$ cat src/core/foc_map.svh
// register map, field positions, reset values and counts of the
// frequency offset compensation control block.
// assumes an 8-bit register port with byte-wide registers.
`ifndef FOC_MAP_SVH
`define FOC_MAP_SVH

// register addresses
`define FOC_ADDR_RADIO_SM 8'h18
`define FOC_ADDR_FREQ_COMP 8'h19
`define FOC_ADDR_STATUS 8'h1a
`define FOC_ADDR_CORR_LO 8'h1b
`define FOC_ADDR_CORR_HI 8'h1c

// radio state machine configuration fields
`define FOC_AUTOCAL_LSB 4
`define FOC_POWAIT_LSB 2
`define FOC_PINEN_BIT 1
`define FOC_KEEP_BIT 0
`define FOC_RADIO_SM_RST 8'h04
`define FOC_RADIO_SM_MASK 8'h3f

// frequency compensation configuration fields
`define FOC_FREEZE_BIT 5
`define FOC_PRE_LSB 3
`define FOC_POST_BIT 2
`define FOC_SAT_LSB 0
`define FOC_FREQ_COMP_RST 8'h36
`define FOC_FREQ_COMP_MASK 8'h3f

// status fields
`define FOC_ST_READY_BIT 0
`define FOC_ST_FROZEN_BIT 1
`define FOC_ST_SYNC_BIT 2
`define FOC_ST_ASKSAT_BIT 3
`define FOC_ST_PINACT_BIT 4

// power-on wait: ripple counter width and expirations per setting
`define FOC_RIPPLE_W 6
`define FOC_EXP_SET0 9'h001
`define FOC_EXP_SET1 9'h010
`define FOC_EXP_SET2 9'h040
`define FOC_EXP_SET3 9'h100

`endif

$ cat src/core/foc_pkg.sv
// types shared by the frequency offset compensation control files.
// takes no value from foc_map.svh; the state codes are set here.
package foc_pkg;

   // power-on wait sequencer, gray along wait -> count -> ready
   typedef enum logic [1:0] {
      FOC_POR_WAIT_XTAL = 2'b00,
      FOC_POR_COUNT = 2'b01,
      FOC_POR_READY = 2'b11
   } foc_por_state_t;

   // software loop configuration as held in the register
   typedef struct packed {
      logic freeze_gate;
      logic [1:0] gain_pre;
      logic gain_post;
      logic [1:0] saturation;
   } foc_loop_cfg_t;

   // loop steering handed to the demodulator
   typedef struct packed {
      logic freeze;
      logic comp_enable;
      logic [3:0] gain_half_k;
      logic [1:0] sat_shift;
   } foc_loop_ctl_t;

endpackage

$ cat src/core/foc_por_wait.sv
// power-on wait sequencer: counts ripple counter expirations after
// the crystal is stable, then pulls chip_ready_n low.
// assumes crystal_stable is already synchronised to clock.
`include "foc_map.svh"
`timescale 1ns/1ns
module foc_por_wait #(
   parameter int RIPPLE_W = `FOC_RIPPLE_W
) (
   input wire logic clock,
   input wire logic rst,
   input wire logic crystal_stable,
   input wire logic [1:0] wait_sel,
   output logic chip_ready_n
);

   foc_pkg::foc_por_state_t state, next_state;
   logic [RIPPLE_W-1:0] ripple;
   logic [8:0] expired;
   logic [8:0] target;
   logic ripple_done;

   assign ripple_done = &ripple;

   always_comb begin
      case (wait_sel)
         2'h0: target = `FOC_EXP_SET0;
         2'h1: target = `FOC_EXP_SET1;
         2'h2: target = `FOC_EXP_SET2;
         default: target = `FOC_EXP_SET3;
      endcase
   end

   always_comb begin
      next_state = state;
      case (state)
         foc_pkg::FOC_POR_WAIT_XTAL: begin
            if (crystal_stable) begin
               next_state = foc_pkg::FOC_POR_COUNT;
            end
         end
         foc_pkg::FOC_POR_COUNT: begin
            if (!crystal_stable) begin
               next_state = foc_pkg::FOC_POR_WAIT_XTAL;
            end else if (ripple_done && (expired + 9'h001) >= target) begin
               next_state = foc_pkg::FOC_POR_READY;
            end
         end
         foc_pkg::FOC_POR_READY: begin
            if (!crystal_stable) begin
               next_state = foc_pkg::FOC_POR_WAIT_XTAL;
            end
         end
         default: next_state = foc_pkg::FOC_POR_WAIT_XTAL;
      endcase
   end

   always_ff @(posedge clock) begin
      if (rst) begin
         state <= foc_pkg::FOC_POR_WAIT_XTAL;
      end else begin
         state <= next_state;
      end
   end

   // ripple counter and expiration tally only run while counting
   always_ff @(posedge clock) begin
      if (rst || state != foc_pkg::FOC_POR_COUNT) begin
         ripple <= '0;
         expired <= 9'h000;
      end else begin
         ripple <= ripple + 1'b1;
         if (ripple_done) begin
            expired <= expired + 9'h001;
         end
      end
   end

   always_ff @(posedge clock) begin
      if (rst) begin
         chip_ready_n <= 1'b1;
      end else begin
         chip_ready_n <= (next_state != foc_pkg::FOC_POR_READY);
      end
   end

endmodule

$ cat src/core/foc_loop_ctl.sv
// maps the loop configuration and receiver events onto gain,
// saturation and freeze controls for the demodulator.
// assumes carrier_sense and sync_seen come from logic on clock.
`include "foc_map.svh"
`timescale 1ns/1ns
module foc_loop_ctl (
   input wire logic clock,
   input wire logic rst,
   input wire foc_pkg::foc_loop_cfg_t cfg,
   input wire logic carrier_sense,
   input wire logic sync_seen,
   output foc_pkg::foc_loop_ctl_t ctl
);

   foc_pkg::foc_loop_ctl_t next_ctl;
   logic [2:0] pre_mult;

   // pre-sync gain in units of K/2: K, 2K, 3K, 4K -> 2, 4, 6, 8
   assign pre_mult = {1'b0, cfg.gain_pre} + 3'h1;

   always_comb begin
      next_ctl.freeze = cfg.freeze_gate && !carrier_sense;
      next_ctl.comp_enable = (cfg.saturation != 2'h0);
      if (sync_seen && cfg.gain_post) begin
         next_ctl.gain_half_k = 4'h1;
      end else begin
         next_ctl.gain_half_k = {pre_mult, 1'b0};
      end
      case (cfg.saturation)
         2'h1: next_ctl.sat_shift = 2'h3;
         2'h2: next_ctl.sat_shift = 2'h2;
         2'h3: next_ctl.sat_shift = 2'h1;
         default: next_ctl.sat_shift = 2'h0;
      endcase
   end

   always_ff @(posedge clock) begin
      if (rst) begin
         ctl <= '0;
      end else begin
         ctl <= next_ctl;
      end
   end

endmodule

$ cat src/core/foc_ctrl.sv
// top of the frequency offset compensation control block: register
// port, power-on wait, pin radio control gate and the offset loop.
// assumes one 20 MHz crystal-derived clock and a synchronous reset;
// demodulator events arrive on the same clock, pins do not.
//
// Chosen here: the plain strobed port.
`include "foc_map.svh"
`timescale 1ns/1ns

////////////////////////////////////////////////////////////////////
// Function
// - Power-on wait settings 2 and 3 require 64 and 256 ripple counter expirations before chip ready.
// - Power-on wait settings 0 and 1 require 1 and 16 expirations after crystal start before chip_ready_n falls.
// - Pin radio control is accepted only while its enable bit is set, and the bit resets clear.
// - With the freeze bit set both offset and clock recovery loops stay frozen until carrier sense is high; it resets to 1.
// - Before sync the loop gain is K, 2K, 3K or 4K from the two-bit pre-sync field.
// - After sync the post-sync bit keeps the pre-sync gain when 0 and selects K/2 when 1.
// - The saturation field disables compensation at 0 and limits offset to bandwidth over 8, 4, 2.
// - Reset values are pre-sync gain 2, post-sync bit 1 and saturation 2.
module foc_ctrl #(
   parameter int OFFSET_W = 16
) (
   input wire logic clock,
   input wire logic rst,
   input wire logic [7:0] reg_addr,
   input wire logic [7:0] reg_wdata,
   input wire logic reg_write,
   input wire logic reg_read,
   output logic [7:0] reg_rdata,
   input wire logic crystal_stable,
   input wire logic [1:0] pin_radio_in,
   input wire logic carrier_sense,
   input wire logic sync_detected,
   input wire logic rx_restart,
   input wire logic ask_selected,
   input wire logic offset_valid,
   input wire logic signed [OFFSET_W-1:0] offset_error,
   input wire logic [OFFSET_W-1:0] channel_bandwidth,
   output logic chip_ready_n,
   output logic [1:0] autocal_mode,
   output logic crystal_keep_alive,
   output logic [1:0] pin_radio_cmd,
   output logic pin_ctrl_active,
   output foc_pkg::foc_loop_ctl_t loop_ctl,
   output logic signed [OFFSET_W-1:0] freq_correction
);

   localparam int SUM_W = OFFSET_W + 5;

   logic [7:0] radio_state_machine_config;
   logic [7:0] freq_offset_comp_config;
   foc_pkg::foc_loop_cfg_t loop_cfg;
   logic [1:0] power_on_wait_count;
   logic pin_ctrl_enable;

   logic xtal_meta;
   logic xtal_sync;
   logic [1:0] pin_meta;
   logic [1:0] pin_sync;

   logic sync_seen;
   logic chip_ready_int;
   logic ask_sat_conflict;

   logic signed [OFFSET_W+4:0] step;
   logic signed [SUM_W-1:0] sum;
   logic signed [SUM_W-1:0] limit_pos;
   logic signed [SUM_W-1:0] limit_neg;
   logic signed [SUM_W-1:0] next_sum;
   logic [OFFSET_W-1:0] limit_mag;

   logic wr_radio;
   logic wr_freq;

   ////////////////////////////////////////////////////////////////
   // configuration registers

   assign wr_radio = reg_write && (reg_addr == `FOC_ADDR_RADIO_SM);
   assign wr_freq = reg_write && (reg_addr == `FOC_ADDR_FREQ_COMP);

   always_ff @(posedge clock) begin
      if (rst) begin
         radio_state_machine_config <= `FOC_RADIO_SM_RST;
      end else if (wr_radio) begin
         radio_state_machine_config <= reg_wdata & `FOC_RADIO_SM_MASK;
      end
   end

   always_ff @(posedge clock) begin
      if (rst) begin
         freq_offset_comp_config <= `FOC_FREQ_COMP_RST;
      end else if (wr_freq) begin
         freq_offset_comp_config <= reg_wdata & `FOC_FREQ_COMP_MASK;
      end
   end

   assign autocal_mode = radio_state_machine_config[`FOC_AUTOCAL_LSB +: 2];
   assign power_on_wait_count = radio_state_machine_config[`FOC_POWAIT_LSB +: 2];
   assign pin_ctrl_enable = radio_state_machine_config[`FOC_PINEN_BIT];
   assign crystal_keep_alive = radio_state_machine_config[`FOC_KEEP_BIT];

   assign loop_cfg.freeze_gate = freq_offset_comp_config[`FOC_FREEZE_BIT];
   assign loop_cfg.gain_pre = freq_offset_comp_config[`FOC_PRE_LSB +: 2];
   assign loop_cfg.gain_post = freq_offset_comp_config[`FOC_POST_BIT];
   assign loop_cfg.saturation = freq_offset_comp_config[`FOC_SAT_LSB +: 2];

   ////////////////////////////////////////////////////////////////
   // pin synchronisers

   // the crystal detector is analog and the pins are asynchronous
   always_ff @(posedge clock) begin
      if (rst) begin
         xtal_meta <= 1'b0;
         xtal_sync <= 1'b0;
      end else begin
         xtal_meta <= crystal_stable;
         xtal_sync <= xtal_meta;
      end
   end

   always_ff @(posedge clock) begin
      if (rst) begin
         pin_meta <= 2'h0;
         pin_sync <= 2'h0;
      end else begin
         pin_meta <= pin_radio_in;
         pin_sync <= pin_meta;
      end
   end

   ////////////////////////////////////////////////////////////////
   // power-on wait

   foc_por_wait #(
      .RIPPLE_W(`FOC_RIPPLE_W)
   ) u_por_wait (
      .clock(clock),
      .rst(rst),
      .crystal_stable(xtal_sync),
      .wait_sel(power_on_wait_count),
      .chip_ready_n(chip_ready_n)
   );

   assign chip_ready_int = !chip_ready_n;

   ////////////////////////////////////////////////////////////////
   // pin radio control

   // pins are ignored until the chip is ready so a floating pin at
   // power-up cannot start the radio
   always_ff @(posedge clock) begin
      if (rst) begin
         pin_radio_cmd <= 2'h0;
      end else if (pin_ctrl_enable && chip_ready_int) begin
         pin_radio_cmd <= pin_sync;
      end else begin
         pin_radio_cmd <= 2'h0;
      end
   end

   always_ff @(posedge clock) begin
      if (rst) begin
         pin_ctrl_active <= 1'b0;
      end else begin
         pin_ctrl_active <= pin_ctrl_enable && chip_ready_int;
      end
   end

   ////////////////////////////////////////////////////////////////
   // sync word tracking

   // a sync in the same cycle as a restart wins: the new packet counts
   always_ff @(posedge clock) begin
      if (rst) begin
         sync_seen <= 1'b0;
      end else if (sync_detected) begin
         sync_seen <= 1'b1;
      end else if (rx_restart) begin
         sync_seen <= 1'b0;
      end
   end

   ////////////////////////////////////////////////////////////////
   // loop steering

   foc_loop_ctl u_loop_ctl (
      .clock(clock),
      .rst(rst),
      .cfg(loop_cfg),
      .carrier_sense(carrier_sense),
      .sync_seen(sync_seen),
      .ctl(loop_ctl)
   );

   // compensation is not forced off here; software owns that choice,
   // the block only reports the conflict
   always_ff @(posedge clock) begin
      if (rst) begin
         ask_sat_conflict <= 1'b0;
      end else begin
         ask_sat_conflict <= ask_selected && (loop_cfg.saturation != 2'h0);
      end
   end

   ////////////////////////////////////////////////////////////////
   // offset accumulator with saturation

   // gain is in half-K steps, so the product is halved afterwards
   // widen before the product so a full-scale error times 4K cannot wrap
   assign step = (SUM_W'(offset_error) * $signed({1'b0, loop_ctl.gain_half_k})) >>> 1;
   assign sum = SUM_W'(freq_correction) + SUM_W'(step);
   assign limit_mag = channel_bandwidth >> loop_ctl.sat_shift;
   assign limit_pos = $signed(SUM_W'(limit_mag));
   assign limit_neg = -limit_pos;

   always_comb begin
      if (sum > limit_pos) begin
         next_sum = limit_pos;
      end else if (sum < limit_neg) begin
         next_sum = limit_neg;
      end else begin
         next_sum = sum;
      end
   end

   // limit may be wider than the output when bandwidth is near full
   // scale; the clamp keeps the stored value inside OFFSET_W bits
   always_ff @(posedge clock) begin
      if (rst || rx_restart || !loop_ctl.comp_enable) begin
         freq_correction <= '0;
      end else if (offset_valid && !loop_ctl.freeze) begin
         freq_correction <= OFFSET_W'(next_sum);
      end
   end

   ////////////////////////////////////////////////////////////////
   // register read port

   always_ff @(posedge clock) begin
      if (rst) begin
         reg_rdata <= 8'h00;
      end else if (reg_read) begin
         case (reg_addr)
            `FOC_ADDR_RADIO_SM: reg_rdata <= radio_state_machine_config;
            `FOC_ADDR_FREQ_COMP: reg_rdata <= freq_offset_comp_config;
            `FOC_ADDR_STATUS: begin
               reg_rdata <= 8'h00;
               reg_rdata[`FOC_ST_READY_BIT] <= chip_ready_int;
               reg_rdata[`FOC_ST_FROZEN_BIT] <= loop_ctl.freeze;
               reg_rdata[`FOC_ST_SYNC_BIT] <= sync_seen;
               reg_rdata[`FOC_ST_ASKSAT_BIT] <= ask_sat_conflict;
               reg_rdata[`FOC_ST_PINACT_BIT] <= pin_ctrl_active;
            end
            `FOC_ADDR_CORR_LO: reg_rdata <= freq_correction[7:0];
            `FOC_ADDR_CORR_HI: reg_rdata <= freq_correction[15:8];
            default: reg_rdata <= 8'h00;
         endcase
      end else begin
         reg_rdata <= 8'h00;
      end
   end

endmodule

$ cat config.mk
export PLATFORM = sky130hd
export DESIGN_NAME = foc_ctrl
export DESIGN_NICKNAME = d
export VERILOG_FILES = /design/src/core/foc_pkg.sv /design/src/core/foc_por_wait.sv /design/src/core/foc_loop_ctl.sv /design/src/core/foc_ctrl.sv
export VERILOG_INCLUDE_DIRS = /design/src /design/src/core
export SDC_FILE = /design/constraint.sdc
export NUM_CORES = 1
export LEC_CHECK = 0
export ABC_AREA = 1
export BUFFER_PORTS_ARGS = -buffer_cell sky130_fd_sc_hd__buf_4
export CAP_MARGIN = 10
export CORE_ASPECT_RATIO = 2
export CORE_MARGIN = 2
export CORE_UTILIZATION = 35
export CTS_CLUSTER_DIAMETER = 150
export DETAILED_ROUTE_END_ITERATION = 7
export HOLD_SLACK_MARGIN = 0.08
export SYNTH_ARGS = -nofsm -noshare
export SYNTH_HDL_FRONTEND = slang
export SYNTH_SLANG_ARGS = --single-unit
$ cat constraint.sdc
create_clock -name clock -period 16.9 [get_ports clock]
set_input_delay 2.535 -clock clock [delete_from_list [all_inputs] [get_ports clock]]
set_output_delay 2.535 -clock clock [all_outputs]
set_load 0.03 [all_outputs]
# Word level (Yosys, flattened, before mapping)
# Cells that the tools add are included.
# Widths: inputs -> output; s select.
# totals
regBits	73
in_bits	60
elab_cells	83
# op_classes
addsub	5
multipliers	1
order_cmp	3
n_eq_ne	14
n_shift	1
muxes	13
bitwise	2
n_reduce_logical	23
# op_table
cell	n
$eq 8x5->1 const B	5
$pmux 8 s5	1
$mux 16	2
$pmux 9 s3	1
$add 16x20->21	1
$gt 21x17->1	1
$lt 21x21->1	1
$mul 16x5->21	1
$neg 16->21	1
$shr 16x2->16	1
$pmux 2 s3	2
$add 9x1->9 const B	1
$ge 9x9->1	1
$eq 2x2->1 const B	4
$logic_and 1x1->1	8
$mux 2	4
$add 6x1->6 const B	1
$eq 2x1->1 const B	3
$reduce_and 6->1	1
$reduce_or 2->1	3
$logic_not 1->1	4
$logic_not 2->1	2
$reduce_bool 2->1	2
$add 2x1->3 const B	1
5 further kinds	10

# Longest topological paths before layout
# Gate-level depths: netlist of the first run.
# logic_depth
depth_word	8
ltp_mapped	46

# Hierarchy
# Synthesis of the first run repeated with hierarchy kept, for this count alone.
# unflattened
cells_unflattened	1318
hier_area_um2	8814.7
# by_module_without_submodules
mod	n_inst	cells_each	area_per_inst_um2	seq_area_each_um2
foc_ctrl	1	1152	7562.3	940.9
foc_por_wait	1	135	965.9	360.3
foc_loop_ctl	1	31	286.5	160.2

# Worst setup path before layout of the first run
# OpenSTA, ideal clock, no wires.
# synth_path
path_type	in2reg
start	input port offset_error[3]
end	register freq_correction[11]
setup_time_ps	70
arrival_time_ps	7891
required_ps	16830
path_slack_ps	8939
path_stages	38
path_buffers	1
cell_sequence	nand2_1 > inv_1 > ha_1 > fa_1 > inv_1 > fa_1 > inv_1 > ha_1 > a21oi_1 > o21ai_0 > nand2_1 > o211ai_1 > a31oi_1 > o21ai_0 > xor2_1 > ha_1 > nand2_1 > o21ai_0 > (+2 left out) > inv_1 > ha_1 > a21oi_1 > nor2_1 > nor2_1 > nand2_1 > a21oi_1 > nand2_1 > nand2_1 > nand2_1 > nand2_1 > nand2_1 > nand2_2 > nand2_4 > buf_2 > nand3b_1 > nand3_1 > a21oi_1
# synth_via
elab_chain_len	5
# synth_rtl
element	line_no	source
start, declared	foc_ctrl.sv:37	input wire logic signed [OFFSET_W-1:0] offset_error,
$mul 16x5->21 (*)	foc_ctrl.sv:210	assign step = (SUM_W'(offset_error) * $signed({1'b0, loop_ctl.gain_half_k})) >>> 1;
$add 16x20->21 (*)	foc_ctrl.sv:211	assign sum = SUM_W'(freq_correction) + SUM_W'(step);
$lt 21x21->1	foc_ctrl.sv:219	end else if (sum < limit_neg) begin
$mux 16	foc_ctrl.sv:219	
$mux 16 (*)	foc_ctrl.sv:217	if (sum > limit_pos) begin
end signal, assigned	foc_ctrl.sv:232	freq_correction <= OFFSET_W'(next_sum);
end, declared	foc_ctrl.sv:45	output logic signed [OFFSET_W-1:0] freq_correction
# Every way passes the cells marked *; elsewhere a longest branch is shown, timed or not.
# A chain may end at the register's enable or synchronous reset.

# Final worst setup path of the first run
# layout_path
start	input port offset_error[3]
end	register freq_correction[0]
# Same word-level chain as after synthesis.

==> metrics.yaml, run 1 <==
synthMuxAreaShare_pct: 0
max-slew-margin-rel_pct: 31.30
wl_per_cell_um: 15.09
hold_path_class: "reg -> reg"
cap_violations: 0
drc: 0
antenna_found_initial: 0
cts_tree: "built"
p_leak_nw: 5.452
powerDensity_nw_per_um2: 65.99
synthDistinctLibCells: 44
outcome: "completed"
dr_total_vias: 8490
grt_max_degree: 32
final_cell_mix: "296 x nand2_1, 249 x inv_1, 107 x ha_1"
design_area_um2: 9722
synth_area_leaders: "dfxtp_1 17%, ha_1 16%, nand2_1 13%, inv_1 11%, fa_1 8.0%"
fin_skew_ps: 7.818
required_ps: 17180
insertion_delay_ps: 350
path_max_fanout: 31
ant_nets: 0
ys_warn_count: 0
via_per_inst: 5.114
grt_usage_pct: 20.11
synthAdderAreaFrac_pct: 23.82
yosysSeqAreaShare_pct: 17.24
std_cell_rows: 80
post_cts_buffers: 0
postSynthCellCount: 1286
critPathKind: "in -> reg"
pin_count: 99
ys_seq_elements: 73
chipHeight_um: 224.1
netlist_area_um2: 8478
dr.pass1.iters: 5
routed_wl_um: 25050
cts_root_buf: "clkbuf_16"
placed_area_um2: 9428
avgSynthCellArea_um2: 6.593
clock.fmax_ghz: 0.1105
grt_pass1_wl_um: 40590
r2r-start: "u_loop_ctl.ctl[5]$_SDFF_PP0_"
synth_top_area_share_pct: 17.24
clk_pin_slew_worst_paths_ps: 60
synthSimpleGateAreaFrac_pct: 27.74
htree_levels: 3
cp-startpoint: "offset_error[3]"
clock-sinks: 73
synth_compound_gate_area_share_pct: 12.94
rsz0062_at_grt: "no"
place_hpwl_um: 20920
synthXorXnorAreaFrac_pct: 5.269
start_util_pct: 35.59
hold_viol: 0
end_kind: "flip-flop"
finalNetCount: 1569
overflow: 0
worst_pin_slew_ps: 1028
drive_above_1_share_pct: 10.63
path_common_cell: "nand2_1"
slowest_delay_ps: 780
cts_hold_buf: 0
ir_worst_vdd_mv: 0.03958
synth_top_family_by_area: "simple AND/OR/NAND/NOR gates"
place.gp.congestion: 0.9382
layout_min_cycle_time_ps: 9049
rr_worst_depth: 34
final_common_cell: "nand2_1"
cts_resized: 0
synth_largest_area_cell: "dfxtp_1"
area_growth_syn_to_layout_pct: 14.67
final_max_slew_viol_count: 0
drtIter0Drc: 368
cts-buffers-inserted: 9
core_um2: 23820
die_w_um: 114.1
crit_slowest_cell: "nand2_1"
io_buffers: 96
rrSetupSlack_ps: 9390
timing.critical_path.to: "freq_correction[0]$_SDFFE_PP0P_"
setup_viol: 0
diodes: 0
synthesis.nets: 1487
finalSetupTns_ps: 0
start_kind: "input port"
reg2reg_to: "freq_correction[0]$_SDFFE_PP0P_"
grt_pass1_vias: 8631
critPathArrivalTime_ps: 9320
post-route-period-util_pct: 53.54
die_area_um2: 25560
clock_path_buffers: 2
cell families (layout without fill, tap and decap cells):
group / after synthesis / count (layout)
compound gates: 203 / 203
xor+xnor: 51 / 51
fa+ha+maj: 141 / 141
buf+inv: 280 / 367
flops: 73 / 73
simple gates: 538 / 538
per-layer routing:
layer / track usage [%] / wire, µm
met1: 18.30 / 8592
met2: 40.09 / 13890
met4: 12.94 / 1668
met5: 0 / 0
met3: 2.516 / 897
cells in the mapped netlist, drive strengths merged:
cell and number:
nand2 314, inv 251, ha 107, a21oi 95, nor2 89, nand3 76
o21ai 74, dfxtp 73, xor2 36, fa 34, clkbuf 18, nor3 16
nand3b 15, nand4 15, xnor2 15, buf 10, a31oi 9, nor3b 4
nor4 4, o211ai 4, o21bai 4, o22ai 4, a221oi 3, a31o 3
o31ai 3, a21o 2, nand2b 2, or2 2, a211oi 1, and3 1
clkinv 1, o221ai 1
flip-flops by register name, indices dropped and copies added (netlist names):
signal,count
pin_sync,2
pin_radio_cmd,2
u_por_wait.expired,9
xtal_meta,1
pin_meta,2
reg_rdata,8
radio_state_machine_config,6
u_por_wait.ripple,6
xtal_sync,1
freq_offset_comp_config,6
ask_sat_conflict,1
u_por_wait.state,2
freq_correction,16
pin_ctrl_active,1
u_loop_ctl.ctl,8
sync_seen,1
u_por_wait.chip_ready_n,1
worst min-delay path by stage:
stage                           startpoint                           to  slack (ps)  cells after the start
finish              pin_meta[0]$_SDFF_PP0_       pin_sync[0]$_SDFF_PP0_         400                      2
global route        pin_sync[0]$_SDFF_PP0_  pin_radio_cmd[0]$_SDFF_PP0_         430                      2
CTS                 pin_meta[0]$_SDFF_PP0_       pin_sync[0]$_SDFF_PP0_         400                      2
detailed placement  pin_meta[1]$_SDFF_PP0_       pin_sync[1]$_SDFF_PP0_         390                      2
global placement    pin_meta[1]$_SDFF_PP0_       pin_sync[1]$_SDFF_PP0_         390                      2
floorplan           pin_meta[0]$_SDFF_PP0_       pin_sync[0]$_SDFF_PP0_         390                      2
final cells by class:
cell class | instances | area, µm²
clock buffer | 10 | 229.0
tap | 287 | 359.1
multi-input combinational | 933 | 5916
timing repair buffer | 99 | 743.2
sequential | 73 | 1461
fill | 2567 | 14100
clock inverter | 6 | 65.06
inverter | 252 | 948.4
worst max-delay path, delay by kind of cell:
kind	cells	cell delay [ps]
and+or+nand+nor	15	2560
adders and majority gates	5	2110
AOI/OAI and AO/OA	9	1630
buffers and inverters	5	320
xor gates and xnor gates	1	160
where the power goes:
| part | total (W) | leakage, nW | internal, W | switching (W) |
|---|---|---|---|---|
| sequential | 0.000182 | 0.593 | 0.000175 | 0.00000646 |
| combinational | 0.000261 | 4.72 | 0.0000941 | 0.000167 |
| clock | 0.000199 | 0.143 | 0.000115 | 0.0000837 |
| total | 0.000642 | 5.45 | 0.000384 | 0.000257 |
metrics by stage:
| step | cells | hold WS (ps) | setup slack (ps) | total power, W | util, % |
|---|---|---|---|---|---|
| after floorplan | 1286 | 388.3 | 8939 | 0.0003740 | - |
| after global placement | 1644 | 391.6 | 7635 | 0.0004422 | 39.57 |
| after detailed placement | 1644 | 394.8 | 7582 | 0.0004465 | 39.57 |
| after CTS | 1660 | 404.0 | 7910 | 0.0006451 | 40.81 |
| after global routing | 1660 | 426.3 | 7012 | 0.0006881 | 40.81 |
| final | 1660 | 402.8 | 7851 | 0.0006415 | 40.81 |
Note: power is estimated with default switching activity, not from simulation.
==> inputs of run 2 (changes only) <==
==> constraint.sdc (replaced) <==
create_clock -name clock -period 8.27 [get_ports clock]
set_input_delay 1.2405 -clock clock [delete_from_list [all_inputs] [get_ports clock]]
set_output_delay 1.2405 -clock clock [all_outputs]
set_load 0.03 [all_outputs]
==> metrics.yaml, run 2 (synthesized netlist as in run 1, its figures left out) <==
placed_cells: 1647  # +0.18%
grt_max_degree: 32  # unchanged
n_fill_cell: 2600  # +1.3%
max-slew-margin-rel_pct: 42.44  # +11 points
crit_slowest_cell: "fa_1"
dr_total_vias: 8412  # -0.92%
wl_met2_um: 13960  # +0.45%
path_max_fanout: 15  # -52%
hold_start: "pin_meta[1]$_SDFF_PP0_"
die_w_um: 114.1  # unchanged
cts_resized: 0  # unchanged
wl_per_cell_um: 14.92  # -1.1%
pre_cts_slack_ps: 462.5  # -7120 ps
critPathArrivalTime_ps: 7740  # -1580 ps
ir_worst_vdd_mv: 0.1381  # +250%
final_cell_mix: "296 x nand2_1, 249 x inv_1, 107 x ha_1"
reg_top3: "freq_correction (16), u_por_wait.expired (9)"
seqPwrFrac_pct: 29.1  # +0.8 points
switching_share_pct: 40.48  # +0.41 points
pin_count: 99  # unchanged
final_common_cell: "nand2_1"
comb_power_share_pct: 42.1  # +1.4 points
fin_skew_ps: 12.23  # +4.407 ps
whs_endpoint: "pin_sync[1]$_SDFF_PP0_"
largest-register: "freq_correction"
drtIter0Drc: 373  # +1.4%
routed_wl_um: 24790  # -1.0%
htree_levels: 3  # unchanged
drive_above_1_share_pct: 10.84  # +0.20 points
seq_area_um2: 1461  # unchanged
post_cts_buffers: 0  # unchanged
multi_input_area_um2: 5916  # unchanged
area_growth_syn_to_layout_pct: 14.63  # about the same
layout_min_cycle_time_ps: 7506
cts_hold_buf: 0  # unchanged
holdPathStages: 2  # unchanged
ant_nets: 0  # unchanged
end_kind: "flip-flop"
fin_cells: 1662  # +0.12%
hold_viol: 0  # unchanged
overflow: 0  # unchanged
cts_root_buf: "clkbuf_16"
highest_layer: "met4"
wl_met1_um: 8509  # -0.97%
post-route-period-util_pct: 90.76
clock.fmax_ghz: 0.1332
layout_setup_ws_ps: 764.3  # -7087 ps
antenna_found_initial: 0  # unchanged
rrSetupSlack_ps: 1010  # -8380 ps
insertion_delay_ps: 350  # about the same
place_hpwl_um: 20880  # -0.18%
required_ps: 8510  # -8670 ps
slowest_delay_ps: 540  # -240 ps
power_w: 0.001275  # +99%
start_util_pct: 35.59  # unchanged
largest_reg_flops: 16  # unchanged
hold_path_class: "reg -> reg"
clock_path_buffers: 2  # unchanged
power_switching_w: 0.0005161  # +100%
grt_pass1_vias: 8513  # -1.4%
p_int_w: 0.0007589  # +97%
diodes: 0  # unchanged
rr_worst_depth: 34  # unchanged
drc: 0  # unchanged
std_cell_rows: 80  # unchanged
setup_viol: 0  # unchanged
grt_usage_pct: 20.15  # +0.038 points
start_kind: "input port"
critPathKind: "in -> reg"
r2r-start: "u_loop_ctl.ctl[5]$_SDFF_PP0_"
chipHeight_um: 224.1  # unchanged
p_leak_nw: 5.451  # about the same
clk_pin_slew_worst_paths_ps: 60  # about the same
cap_violations: 0  # unchanged
cts-buffers-inserted: 9  # unchanged
dr.pass1.iters: 5  # unchanged
outcome: "completed"
via_per_inst: 5.061  # -1.0%
io_buffers: 96  # unchanged
powerDensity_nw_per_um2: 131.2  # +99%
path_common_cell: "nand2_1"
pwr-share-clk_pct: 28.8  # -2.2 points
worst_pin_slew_ps: 855.5  # -172.5 ps
cts_tree: "built"
core_um2: 23820  # unchanged
final_max_slew_viol_count: 0  # unchanged
grt_pass1_wl_um: 40500  # -0.24%
finalNetCount: 1572  # +0.19%
die_area_um2: 25560  # unchanged
finalSetupTns_ps: 0  # unchanged
place.gp.congestion: 0.9154  # -2.4%
worst_hold_slack_ps: 406.0  # +3.196 ps
rsz0062_at_grt: "no"
reg2reg_to: "freq_correction[5]$_SDFFE_PP0P_"
met3_length_um: 905  # +0.89%
clock-sinks: 73  # unchanged
## run 2: cell count changes in the layout (fill, tap and decap cells not counted)
| cell | before | now |
|---|---|---|
| buf_4 | 99 | 102 |
| bufinv_16 | 1 | 0 |
| clkinvlp_4 | 1 | 2 |
| clkbuf_1 | 1 | 0 |
## run 2: worst max path at each step
stage | depth (start not counted) | endpoint | startpoint | slack, ps
after floorplan | 38 | freq_correction[11]$_SDFFE_PP0P_ | offset_error[3] | 1600
after global placement | 35 | freq_correction[3]$_SDFFE_PP0P_ | offset_error[3] | 540
after detailed placement | 34 | freq_correction[1]$_SDFFE_PP0P_ | offset_error[3] | 460
after CTS | 34 | freq_correction[1]$_SDFFE_PP0P_ | offset_error[3] | 840
after global routing | 40 | freq_correction[5]$_SDFFE_PP0P_ | offset_error[2] | 110
final | 35 | freq_correction[5]$_SDFFE_PP0P_ | offset_error[3] | 760
## run 2: critical path: cells and delay by family
family	cells	cell delay [ps]
compound gates	10	1640
xor+xnor	1	160
fa+ha+maj	5	2090
buf+inv	7	680
simple gates	12	1910
## run 2: through the flow
step           instance area [µm²]  util [%]
2_1_floorplan                 8478         -
3_3_place_gp                  9450     39.67
3_5_place_dp                  9450     39.67
4_1_cts                       9718     40.79
5_1_grt                       9718     40.79
6_report                      9718     40.79
## run 2: power by group through the flow
stage          combinational [W]  clock [W]  sequential (W)
3_5_place_dp            0.000535          0        0.000380
3_3_place_gp            0.000528          0        0.000380
6_report                0.000537   0.000367        0.000371
2_1_floorplan           0.000385          0        0.000379
5_1_grt                 0.000615   0.000389        0.000372
4_1_cts                 0.000537   0.000377        0.000372
## run 2: area by class of cell
type	count	area share, %
inverter	252	9.759
multi-input combinational	933	60.87
sequential	73	15.04
tap	287	3.695
clock inverter	6	0.4377
clock buffer	9	2.317
timing repair buffer	102	7.879
## run 2: per-layer routing
metal / track usage, % / vias to the layer above
li1: - / 4278
met1: 18.73 / 3882
met2: 39.94 / 180
met4: 12.08 / 0
met3: 2.814 / 72
met5: 0 / -
==> inputs of run 3 (changes only) <==
--- a/config.mk
+++ b/config.mk
@@ -7,7 +7,7 @@
 export NUM_CORES = 1
 export LEC_CHECK = 0
 export ABC_AREA = 1
-export BUFFER_PORTS_ARGS = -buffer_cell sky130_fd_sc_hd__buf_4
+export BUFFER_PORTS_ARGS = -buffer_cell sky130_fd_sc_hd__buf_2
 export CAP_MARGIN = 10
 export CORE_ASPECT_RATIO = 2
 export CORE_MARGIN = 2
@@ -15,6 +15,7 @@
 export CTS_CLUSTER_DIAMETER = 150
 export DETAILED_ROUTE_END_ITERATION = 7
 export HOLD_SLACK_MARGIN = 0.08
+export PLACE_DENSITY = 0.63
 export SYNTH_ARGS = -nofsm -noshare
 export SYNTH_HDL_FRONTEND = slang
 export SYNTH_SLANG_ARGS = --single-unit
==> metrics.yaml, run 3 (synthesized netlist as in run 1, its figures left out) <==
path_max_fanout: 18  # +3
clock.fmax_ghz: 0.1331  # about the same
core_um2: 23820  # unchanged
largest_reg_flops: 16  # unchanged
grt_pass1_vias: 8360  # -1.8%
die_area_um2: 25560  # unchanged
io_buffers: 96  # unchanged
critPathTopFamily: "adder cells"
crit_buf_inv: 6  # -1
seqPwrFrac_pct: 28.0  # -1.1 points
r2r-start: "u_loop_ctl.ctl[5]$_SDFF_PP0_"
drc: 0  # unchanged
final_cell_mix: "296 x nand2_1, 249 x inv_1, 107 x ha_1"
finalNetCount: 1570  # -0.13%
rrSetupSlack_ps: 1030  # +20 ps
clock_path_buffers: 2  # unchanged
ir_worst_vdd_mv: 0.09045  # -34%
power_switching_w: 0.0005191  # +0.59%
required_ps: 8540  # +30 ps
hold_start: "pin_meta[1]$_SDFF_PP0_"
chipHeight_um: 224.1  # unchanged
diodes: 0  # unchanged
drtIter0Drc: 351  # -5.9%
worst_pin_slew_ps: 830.6  # -24.90 ps
cts_root_buf: "clkbuf_16"
finalSetupTns_ps: 0  # unchanged
max-slew-margin-rel_pct: 44.20  # +1.8 points
pwr-share-clk_pct: 32.3  # +3.5 points
antenna_found_initial: 0  # unchanged
powerDensity_nw_per_um2: 139.5  # +6.3%
overflow: 0  # unchanged
end_kind: "flip-flop"
critPathArrivalTime_ps: 7780  # +40 ps
p_leak_nw: 5.415  # -0.68%
hold_viol: 0  # unchanged
whs_endpoint: "pin_sync[1]$_SDFF_PP0_"
cap_violations: 0  # unchanged
crit_slowest_cell: "fa_1"
via_per_inst: 5.087  # +0.50%
dr.pass1.iters: 7  # +2
setup_viol: 0  # unchanged
start_kind: "input port"
final_common_cell: "nand2_1"
slowest_delay_ps: 540  # about the same
std_cell_rows: 80  # unchanged
die_w_um: 114.1  # unchanged
clk_pin_slew_worst_paths_ps: 60  # about the same
insertion_delay_ps: 340  # about the same
cts_resized: 0  # unchanged
htree_levels: 3  # unchanged
wl_per_cell_um: 14.88  # -0.28%
grt_pass1_wl_um: 39180  # -3.3%
start_util_pct: 35.59  # unchanged
pin_count: 99  # unchanged
rsz0062_at_grt: "no"
cts_tree: "built"
place_hpwl_um: 20650  # -1.1%
critPathKind: "in -> reg"
place.gp.congestion: 0.9192  # +0.42%
layout_min_cycle_time_ps: 7513  # +7.236 ps
area_growth_syn_to_layout_pct: 12.18
outcome: "completed"
reg2reg_to: "freq_correction[1]$_SDFFE_PP0P_"
ant_nets: 0  # unchanged
drive_above_1_share_pct: 10.71  # -0.13 points
holdPathStages: 2  # unchanged
cts_hold_buf: 0  # unchanged
pre_cts_slack_ps: 433.3  # -29.22 ps
rr_worst_depth: 33  # -2.9%
post_cts_buffers: 0  # unchanged
grt_max_degree: 32  # unchanged
final_max_slew_viol_count: 0  # unchanged
comb_power_share_pct: 39.7  # -2.4 points
fin_skew_ps: 7.555  # -4.670 ps
post-route-period-util_pct: 90.85  # about the same
switching_share_pct: 39.14  # -1.3 points
hold_path_class: "reg -> reg"
grt_usage_pct: 19.38  # -0.77 points
power_w: 0.001326  # +4.0%
clock-sinks: 73  # unchanged
layout_setup_ws_ps: 757.0  # -7.236 ps
p_int_w: 0.0008072  # +6.4%
reg_top3: "freq_correction (16), u_por_wait.expired (9)"
dr_total_vias: 8444  # +0.38%
cts-buffers-inserted: 9  # unchanged
largest-register: "freq_correction"
routed_wl_um: 24690  # -0.40%
-- run 3: per-layer routing --
layer  GRT usage (%)  vias up  wire length, µm
met4           10.58        0             1313
met5               0        -                0
li1                -     4275                -
met1           17.31     3895             8507
met3           2.868       77              817
met2           39.61      197            14060
-- run 3: how the worst max path moves through the flow --
stage | from | cells past startpoint | slack [ps] | end
after floorplan | offset_error[3] | 38 | 1600 | freq_correction[11]$_SDFFE_PP0P_
after global placement | offset_error[3] | 34 | 510 | freq_correction[1]$_SDFFE_PP0P_
after detailed placement | offset_error[3] | 34 | 430 | freq_correction[1]$_SDFFE_PP0P_
after CTS | offset_error[3] | 34 | 780 | freq_correction[1]$_SDFFE_PP0P_
after global routing | offset_error[3] | 34 | 80 | freq_correction[1]$_SDFFE_PP0P_
final | offset_error[3] | 34 | 760 | freq_correction[1]$_SDFFE_PP0P_
-- run 3: cell type report --
type                       count  area [µm²]
clock buffer                   9       225.2
clock inverter                 6       90.09
fill                        2569       14310
inverter                     252       948.4
multi-input combinational    933        5916
sequential                    73        1461
tap                          287       359.1
timing repair buffer         100       510.5
-- run 3: power by group through the flow --
stage | registers (W) | logic [W] | clock network [W]
floorplan | 0.000379 | 0.000385 | 0
global placement | 0.000379 | 0.000513 | 0
detailed placement | 0.000379 | 0.000522 | 0
CTS | 0.000372 | 0.000526 | 0.000437
global route | 0.000372 | 0.000600 | 0.000452
finish | 0.000371 | 0.000526 | 0.000429
-- run 3: per-stage QoR --
step	cells	hold WS (ps)	instance area (µm²)	util, %
2_1_floorplan	1286	388.3	8478	-
3_3_place_gp	1645	389.7	9195	38.60
3_5_place_dp	1645	397.1	9195	38.60
4_1_cts	1660	414.7	9510	39.92
5_1_grt	1660	435.4	9510	39.92
6_report	1660	408.7	9510	39.92
-- run 3: worst register-to-register path: cells and delay by family (launching register included) --
| family | cells | cell delay [ps] |
|---|---|---|
| AO/OA/AOI/OAI | 11 | 1890 |
| buffers and inverters | 5 | 330 |
| AND/OR/NAND/NOR | 9 | 1330 |
| XOR/XNOR | 2 | 660 |
| flip-flops | 1 | 740 |
| adder cells (fa/ha/maj) | 6 | 2250 |
